**src/pqi_regs.svh**
```systemverilog
`ifndef PQI_REGS_SVH
`define PQI_REGS_SVH
`define PQI_OFS_TXCTL      4'h0
`define PQI_OFS_ALLOC      4'h0
`define PQI_OFS_TXSTAT     4'h2
`define PQI_OFS_PNUM       4'h2
`define PQI_OFS_QPORTS     4'h4
`define PQI_OFS_RXCTL      4'h6
`define PQI_OFS_IRQ        4'hC
`define PQI_CMD_RELEASE    16'h00A0
`define PQI_CMD_ENQUEUE    16'h00C0
`define PQI_CMD_RXPOP      16'h0080
`define PQI_ACK_TX         8'h02
`define PQI_BIT_TRANSMIT_ENABLE_BIT      0
`define PQI_BIT_RECEIVE_ENABLE_BIT       0
`define PQI_BIT_AUTOREL    1
`define PQI_IRQ_RX         0
`define PQI_IRQ_TX         1
`define PQI_IRQ_TX_QUEUE_DRAINED    2
`define PQI_PKT_MASK       16'h003F
`endif

```
**src/pqi_pkg.sv**
```systemverilog
package pqi_pkg;
  typedef enum logic [3:0] {
    PQI_IDLE = 4'h1,
    PQI_RECV = 4'h2,
    PQI_STAT = 4'h4,
    PQI_CNT  = 4'h8
  } pqi_rx_st_t;
  typedef struct packed {
    logic        valid;
    logic [5:0]  pkt;
    logic        ok;
  } pqi_txdone_t;
endpackage

```
**src/pqi_core.sv**
```systemverilog
`timescale 1ns/1ps
`include "pqi_regs.svh"
module pqi_core
  import pqi_pkg::*;
#(
  parameter int DEPTH = 8,
  parameter int NPKT  = 64
) (
  input  wire logic        sys_clk,
  input  wire logic        srst,
  input  wire logic        reg_wr,
  input  wire logic        reg_rd,
  input  wire logic [1:0]  reg_bank,
  input  wire logic [3:0]  reg_addr,
  input  wire logic [1:0]  reg_be,
  input  wire logic [15:0] reg_wdata,
  output logic      [15:0] reg_rdata,
  input  wire logic        rx_start,
  input  wire logic        rx_word_vld,
  input  wire logic [15:0] rx_word,
  input  wire logic        rx_page_need,
  input  wire logic        rx_overrun,
  input  wire logic        rx_end,
  input  wire logic        rx_crc_ok,
  input  wire logic [15:0] rx_status,
  input  wire logic [10:0] rx_bytes,
  output logic             mem_we,
  output logic      [5:0]  mem_pkt,
  output logic      [10:0] mem_addr,
  output logic      [15:0] mem_wdata,
  output logic             alloc_req,
  output logic             free_req,
  output logic      [5:0]  free_pkt,
  input  wire logic        alloc_ok,
  input  wire logic [5:0]  alloc_pkt,
  output logic             tx_go,
  output logic      [5:0]  tx_pkt,
  input  wire logic        tx_done,
  input  wire logic        tx_ok,
  output logic             irq
);
  localparam int AW = $clog2(DEPTH);
  if (DEPTH < 2 || (1 << AW) != DEPTH || NPKT != 64) begin : g_bad_param
    $error("pqi_core: bad parameters");
  end

  typedef logic [5:0] pqi_q_t [DEPTH];
  typedef struct packed {
    pqi_rx_st_t  rx_st;
    logic [5:0]  rx_pkt;
    logic [10:0] rx_addr;
    logic        rx_ok;
    logic [15:0] txctl;
    logic [1:0]  rxctl;
    logic [7:0]  pnum;
    logic [7:0]  mask;
    logic        tx_last_ok;
    logic        tx_busy;
    logic [AW:0] rxq_cnt;
    logic [AW:0] dq_cnt;
    logic [AW:0] tq_cnt;
    logic [AW-1:0] rxq_rp;
    logic [AW-1:0] dq_rp;
    logic [AW-1:0] tq_rp;
    logic        mem_we;
    logic [10:0] mem_addr;
    logic [15:0] mem_wdata;
    logic [5:0]  mem_pkt;
    logic        alloc_req;
    logic        free_req;
    logic [5:0]  free_pkt;
    logic        tx_go;
    logic [15:0] rdata;
  } pqi_state_t;

  pqi_state_t s_r;
  pqi_state_t s_nxt;
  pqi_q_t rxq_r;
  pqi_q_t dq_r;
  pqi_q_t tq_r;

  function automatic logic [AW-1:0] wr_ptr(input logic [AW-1:0] rp, input logic [AW:0] cnt);
    wr_ptr = rp + cnt[AW-1:0];
  endfunction

  function automatic logic hit(input logic [1:0] b, input logic [3:0] a,
                               input logic [1:0] wb, input logic [3:0] wa);
    hit = (b == wb) && (a == wa);
  endfunction

  ////////////////////////////////////////////////////////////////////////////
  logic rxq_empty;
  logic dq_empty;
  logic tq_empty;
  logic [7:0] flags;
  assign rxq_empty = (s_r.rxq_cnt == '0);
  assign dq_empty  = (s_r.dq_cnt == '0);
  assign tq_empty  = (s_r.tq_cnt == '0);
  always_comb begin
    flags = 8'h00;
    flags[`PQI_IRQ_RX]      = !rxq_empty;
    flags[`PQI_IRQ_TX]      = !dq_empty;
    flags[`PQI_IRQ_TX_QUEUE_DRAINED] = tq_empty;
  end

  logic wr_alloc;
  logic wr_ack;
  logic rx_push;
  logic rx_pop;
  logic dq_push;
  logic dq_pop;
  logic tq_push;
  logic tq_pop;
  logic tx_fin;
  logic [5:0] tx_fin_pkt;
  assign wr_alloc = reg_wr && hit(reg_bank, reg_addr, 2'h2, `PQI_OFS_ALLOC);
  assign wr_ack   = reg_wr && reg_be[0] && hit(reg_bank, reg_addr, 2'h2, `PQI_OFS_IRQ)
                    && reg_wdata[7:0] == `PQI_ACK_TX;
  assign rx_pop   = wr_alloc && reg_wdata == `PQI_CMD_RXPOP && !rxq_empty;
  assign dq_pop   = wr_ack && !dq_empty;
  assign tq_push  = wr_alloc && reg_wdata == `PQI_CMD_ENQUEUE
                    && s_r.tq_cnt != DEPTH[AW:0];
  assign tx_fin   = tx_done && s_r.tx_busy;
  assign tx_fin_pkt = tq_r[s_r.tq_rp];
  assign tq_pop   = tx_fin;
  // Successful frames skip the completion queue under auto release
  assign dq_push  = tx_fin && (!tx_ok || !s_r.txctl[`PQI_BIT_AUTOREL])
                    && s_r.dq_cnt != DEPTH[AW:0];
  assign rx_push  = s_r.rx_st == PQI_CNT && s_r.rx_ok && s_r.rxq_cnt != DEPTH[AW:0];

  ////////////////////////////////////////////////////////////////////////////
  always_comb begin
    s_nxt = s_r;
    s_nxt.mem_we = 1'b0;
    s_nxt.alloc_req = 1'b0;
    s_nxt.free_req = 1'b0;
    s_nxt.tx_go = 1'b0;
    case (s_r.rx_st)
      PQI_IDLE: begin
        if (rx_start && s_r.rxctl[`PQI_BIT_RECEIVE_ENABLE_BIT]) begin
          s_nxt.alloc_req = 1'b1;
          s_nxt.rx_addr = 11'h004;
          s_nxt.rx_st = PQI_RECV;
        end
      end
      PQI_RECV: begin
        if (alloc_ok) s_nxt.rx_pkt = alloc_pkt;
        if (rx_page_need) s_nxt.alloc_req = 1'b1;
        if (rx_overrun) begin
          s_nxt.free_req = 1'b1;
          s_nxt.free_pkt = s_r.rx_pkt;
          s_nxt.rx_st = PQI_IDLE;
        end else if (rx_end) begin
          s_nxt.rx_ok = rx_crc_ok;
          s_nxt.mem_we = 1'b1;
          s_nxt.mem_addr = 11'h000;
          s_nxt.mem_wdata = rx_status;
          s_nxt.mem_pkt = s_r.rx_pkt;
          s_nxt.rx_st = PQI_STAT;
        end else if (rx_word_vld) begin
          s_nxt.mem_we = 1'b1;
          s_nxt.mem_addr = s_r.rx_addr;
          s_nxt.mem_wdata = rx_word;
          s_nxt.mem_pkt = s_r.rx_pkt;
          s_nxt.rx_addr = 11'(s_r.rx_addr + 11'h002);
        end
      end
      PQI_STAT: begin
        s_nxt.mem_we = 1'b1;
        s_nxt.mem_addr = 11'h002;
        s_nxt.mem_wdata = {5'h00, rx_bytes};
        s_nxt.rx_st = PQI_CNT;
      end
      PQI_CNT: begin
        if (!s_r.rx_ok || !rx_push) begin
          s_nxt.free_req = 1'b1;
          s_nxt.free_pkt = s_r.rx_pkt;
        end
        s_nxt.rx_st = PQI_IDLE;
      end
      default: s_nxt.rx_st = PQI_IDLE;
    endcase
    // One release per cycle: a later source in this process overrides an earlier one
    if (rx_pop) begin
      s_nxt.free_req = 1'b1;
      s_nxt.free_pkt = rxq_r[s_r.rxq_rp];
      s_nxt.rxq_rp = s_r.rxq_rp + 1'b1;
    end
    s_nxt.rxq_cnt = s_r.rxq_cnt + (AW+1)'(rx_push) - (AW+1)'(rx_pop);
    if (wr_alloc && reg_wdata == `PQI_CMD_RELEASE) begin
      s_nxt.free_req = 1'b1;
      s_nxt.free_pkt = s_r.pnum[5:0];
    end
    if (tx_fin && tx_ok && s_r.txctl[`PQI_BIT_AUTOREL]) begin
      s_nxt.free_req = 1'b1;
      s_nxt.free_pkt = tx_fin_pkt;
    end
    // Transmit launcher
    if (s_r.tx_busy) begin
      if (tx_fin) begin
        s_nxt.tx_busy = 1'b0;
        s_nxt.tx_last_ok = tx_ok;
        s_nxt.tq_rp = s_r.tq_rp + 1'b1;
        if (!tx_ok) s_nxt.txctl[`PQI_BIT_TRANSMIT_ENABLE_BIT] = 1'b0;
      end
    end else if (!tq_empty && s_r.txctl[`PQI_BIT_TRANSMIT_ENABLE_BIT]) begin
      s_nxt.tx_busy = 1'b1;
      s_nxt.tx_go = 1'b1;
    end
    s_nxt.tq_cnt = s_r.tq_cnt + (AW+1)'(tq_push) - (AW+1)'(tq_pop);
    s_nxt.dq_cnt = s_r.dq_cnt + (AW+1)'(dq_push) - (AW+1)'(dq_pop);
    if (dq_pop) s_nxt.dq_rp = s_r.dq_rp + 1'b1;
    // Register writes; the hardware clear of enable above loses to software set
    if (reg_wr && hit(reg_bank, reg_addr, 2'h0, `PQI_OFS_TXCTL)) begin
      if (reg_be[0]) s_nxt.txctl[7:0] = reg_wdata[7:0];
      if (reg_be[1]) s_nxt.txctl[15:8] = reg_wdata[15:8];
    end
    if (reg_wr && reg_be[0] && hit(reg_bank, reg_addr, 2'h0, `PQI_OFS_RXCTL))
      s_nxt.rxctl = reg_wdata[1:0];
    if (reg_wr && reg_be[0] && hit(reg_bank, reg_addr, 2'h2, `PQI_OFS_PNUM))
      s_nxt.pnum = reg_wdata[7:0];
    if (reg_wr && reg_be[1] && hit(reg_bank, reg_addr, 2'h2, `PQI_OFS_IRQ))
      s_nxt.mask = reg_wdata[15:8];
    // Read data
    s_nxt.rdata = 16'h0000;
    if (reg_rd) begin
      if (hit(reg_bank, reg_addr, 2'h0, `PQI_OFS_TXCTL)) s_nxt.rdata = s_r.txctl;
      else if (hit(reg_bank, reg_addr, 2'h0, `PQI_OFS_TXSTAT))
        s_nxt.rdata = {15'h0000, s_r.tx_last_ok};
      else if (hit(reg_bank, reg_addr, 2'h0, `PQI_OFS_RXCTL))
        s_nxt.rdata = {14'h0000, s_r.rxctl};
      else if (hit(reg_bank, reg_addr, 2'h2, `PQI_OFS_PNUM))
        s_nxt.rdata = {8'h00, s_r.pnum};
      else if (hit(reg_bank, reg_addr, 2'h2, `PQI_OFS_QPORTS))
        s_nxt.rdata = {rxq_empty, 1'b0, rxq_r[s_r.rxq_rp], dq_empty, 1'b0,
                       6'(dq_r[s_r.dq_rp] & `PQI_PKT_MASK)};
      else if (hit(reg_bank, reg_addr, 2'h2, `PQI_OFS_IRQ))
        s_nxt.rdata = {s_r.mask, flags};
    end
  end

  ////////////////////////////////////////////////////////////////////////////
  always_ff @(posedge sys_clk) begin
    if (srst) begin
      s_r <= '0;
      s_r.rx_st <= PQI_IDLE;
    end else begin
      s_r <= s_nxt;
    end
  end

  // Queue storage kept outside the state struct so it needs no reset
  always_ff @(posedge sys_clk) begin
    if (!srst) begin
      if (rx_push) rxq_r[wr_ptr(s_r.rxq_rp, s_r.rxq_cnt)] <= s_r.rx_pkt;
      if (dq_push) dq_r[wr_ptr(s_r.dq_rp, s_r.dq_cnt)] <= tx_fin_pkt;
      if (tq_push) tq_r[wr_ptr(s_r.tq_rp, s_r.tq_cnt)] <= s_r.pnum[5:0];
    end
  end

  assign reg_rdata = s_r.rdata;
  assign mem_we    = s_r.mem_we;
  assign mem_pkt   = s_r.mem_pkt;
  assign mem_addr  = s_r.mem_addr;
  assign mem_wdata = s_r.mem_wdata;
  assign alloc_req = s_r.alloc_req;
  assign free_req  = s_r.free_req;
  assign free_pkt  = s_r.free_pkt;
  assign tx_go     = s_r.tx_go;
  assign tx_pkt    = tx_fin_pkt;
  assign irq       = |(flags & s_r.mask);
endmodule

```
**config.mk**
```make
export PLATFORM = sky130hd
export DESIGN_NAME = pqi_core
export DESIGN_NICKNAME = d
export VERILOG_FILES = /design/src/pqi_pkg.sv /design/src/pqi_core.sv
export VERILOG_INCLUDE_DIRS = /design/src /design/src/src
export SDC_FILE = /design/constraint.sdc
export NUM_CORES = 1
export LEC_CHECK = 0
export ABC_CLOCK_PERIOD_IN_PS = 2850
export BUFFER_PORTS_ARGS = -buffer_cell sky130_fd_sc_hd__buf_4
export CAP_MARGIN = 30
export CORE_MARGIN = 5
export CORE_UTILIZATION = 52
export CTS_CLUSTER_DIAMETER = 60
export DETAILED_ROUTE_END_ITERATION = 16
export HOLD_SLACK_MARGIN = 0.06
export MAX_ROUTING_LAYER = met4
export PLACE_DENSITY = 0.75
export SYNTH_ARGS = -nofsm -noshare
export SYNTH_HDL_FRONTEND = slang
export SYNTH_SLANG_ARGS = --single-unit
```
**constraint.sdc**
```tcl
create_clock -name sys_clk -period 2.85 [get_ports sys_clk]
set_clock_uncertainty 0.05 [all_clocks]
set_input_delay 0.4275 -clock sys_clk [delete_from_list [all_inputs] [get_ports sys_clk]]
set_output_delay 0.4275 -clock sys_clk [all_outputs]
set_load 0.005 [all_outputs]
```
==> flow_summary.json <==
{
  "final_common_cell": "buf_4",
  "postSynth.asyncResetShare": 0,
  "wl_per_cell_um": 19.5,
  "power_density_nw_per_um2": 588,
  "grt_pass1_vias": 8459,
  "cp.arrival_ns": 2.23,
  "rsz0062_at_grt": "no",
  "netlist_area_sq_um": 12300,
  "ir_worst_vdd_v": 0.000351,
  "status": "completed",
  "hold_path.startpoint": "rx_crc_ok",
  "hold_class": "input pin to flip-flop",
  "area_growth_pct": 21.0,
  "synth_cells": 992,
  "r2r_end": "s_r[70]",
  "cp-end-kind": "output port",
  "critical_path_class": "flip-flop to output port",
  "min_path_cells": 3,
  "die_h_um": 164,
  "grt_max_degree": 35,
  "overflow": 0,
  "crit_chain": "mux4_2 -> mux2_2 -> buf_4",
  "die-area_sq_um": 26800,
  "critPathLaunchType": "flip-flop",
  "fin_crit_ns": 2.71,
  "via_per_inst": 5.63,
  "fin_ws_ns": 0.142,
  "hold_path_end": "s_r[116]",
  "synth_area_per_cell_sq_um": 12.4,
  "grt_pass1_wl_um": 45600,
  "setup_viol": 0,
  "ys.flop_type": "dfxtp_1",
  "reg2reg_slack_ns": 0.27,
  "pre_cts_ws_ns": -0.251,
  "ios": 152,
  "p_total_mw": 8.73,
  "syn-num-nets": 1108,
  "crit_buf_inv": 1,
  "vias": 8396,
  "nNetsFinal": 1263,
  "cts_buffer_depth": 3,
  "maxSlewViolCount": 0,
  "placed_cells": 1430,
  "cap_violations": 0,
  "final_hold_viol_count": 0,
  "post_cts_resized": 0,
  "grtUsageTotal": 0.225,
  "cts_num_sinks": 290,
  "h-tree-depth": 2,
  "r2r_cells": 11,
  "clk_pin_slew_ns": 0.06,
  "timing.rr.start": "s_r[70]",
  "die_x_um": 164,
  "place.detailed.hpwl_um": 21000,
  "numCtsBuffers": 34,
  "antenna_left": 0,
  "fin_cells": 1492,
  "antenna_found_initial": 0,
  "start_util": 0.526,
  "clk_latency_ns": 0.50,
  "core_area_sq_um": 23300,
  "p_leak_nw": 5.34,
  "ys_warn_count": 0,
  "cp_num_cells": 3,
  "cts_root_buf": "clkbuf_16",
  "remaining_drc_errors": 0,
  "antennaDiodeCount": 0,
  "synth_edf_count": 144,
  "cp_max_fo": 12,
  "cts_tree": "done",
  "tightestPinTransition_ns": 0.842,
  "cp.required_ns": 2.37,
  "synth-seq-area-share": 0.590,
  "final_cell_mix": "buf_4, dfxtp_1, edfxtp_1",
  "post-route-period-util": 0.950,
  "place.port_buffers": 151,
  "crit_path_top_delay_cell": "dfxtp_1",
  "rows": 56,
  "place_congestion": 0.903,
  "crit_family": "multiplexers",
  "yosysUniqueCellTypes": 63,
  "cts_setup_buffers": 0,
  "drt-total-wl_um": 29100,
  "max_freq_mhz": 369,
  "drt-pass1-iter-count": 7,
  "postCtsHoldBufs": 0,
  "drt_iter0_markers": 667,
  "max_slew_margin": 0.438,
  "synth-seq-cells": 290,
  "drive_gt1_frac": 0.288,
  "max_stage_delay_ns": 0.70
}
-- stage by stage --
stage | setup TNS (ns) | hold slack, ns | utilization | instance area [sq um]
6_report | 0 | 0.118 | 0.637 | 14900
5_1_grt | 0 | 0.115 | 0.637 | 14900
4_1_cts | 0 | 0.104 | 0.637 | 14900
3_5_place_dp | -3.21 | 0.399 | 0.589 | 13700
3_3_place_gp | -1.87 | 0.391 | 0.589 | 13700
2_1_floorplan | 0 | 0.381 | - | 12300
-- kinds of logic after synthesis --
logic type               synth area share
adder cells (fa/ha/maj)            0.0342
buffers and inverters              0.0552
AO/OA/AOI/OAI                      0.0794
multiplexers                        0.100
AND/OR/NAND/NOR                     0.122
flip-flops                          0.590
XOR/XNOR                           0.0186
-- sequential cells by signal, indices dropped and copies added (netlist names), named ones only --
signal / count
mem_addr: 11
reg_rdata: 16
rxq_r: 48
mem_wdata: 16
s_r: 78
mem_pkt: 6
free_req: 1
alloc_req: 1
mem_we: 1
dq_r: 48
tq_r: 48
tx_go: 1
free_pkt: 6
-- Yosys cell counts, types with 10 or more instances --
cell type  instances  area (sq um)
dfxtp_1          146          2920
edfxtp_1         144          4320
nor2_1           111           417
nand2_1           99           372
a21oi_1           57           285
buf_4             55           413
mux4_2            36           811
clkbuf_1          29           109
a222oi_1          28           280
ha_1              24           300
mux2i_1           20           200
inv_1             18          67.6
mux2_2            18           203
nand3_1           16          80.1
xnor2_1           15           131
a22oi_1           12          90.1
xor2_1            11          96.3
nor2b_1           10          62.6
-- metal layers --
layer / part of all wire / vias to the layer above / wire (um) / global-route usage
li1: - / 3910 / - / -
met1: 0.41 / 4095 / 12000 / 0.292
met2: 0.49 / 337 / 14200 / 0.365
met3: 0.078 / 54 / 2280 / 0.0416
met4: 0.024 / 0 / 711 / 0.0633
met5: 0 / - / 0 / -
-- worst max path at each step --
stage                      from         end
floorplan           reg_bank[0]  tq_r[4][0]
global placement    reg_bank[0]     s_r[77]
detailed placement  reg_bank[0]     s_r[77]
CTS                   flip-flop   tx_pkt[3]
global route          flip-flop   tx_pkt[3]
finish                flip-flop   tx_pkt[3]
-- final cells by class --
class                           count  area, sq um
Clock buffer                       50         1000
Sequential cell                   290         7250
Timing Repair Buffer              221         1660
Clock inverter                     12          100
Multi-Input combinational cell    581         4370
Fill cell                        1769         8480
Inverter                           19         71.3
Tap cell                          319          399
-- power breakdown --
part | leakage, nW | internal, mW | switching, mW
clock | 0.531 | 2.55 | 1.64
sequential | 2.39 | 4.34 | 0.00164
combinational | 2.42 | 0.102 | 0.0969
-- worst min-delay path: cells and delay by family --
family / cells / cell delay (ns)
muxes: 1 / 0.05
buffers and inverters: 1 / 0.08
and+or+nand+nor: 1 / 0.08
No activity file was read; power rests on OpenSTA's default activity.
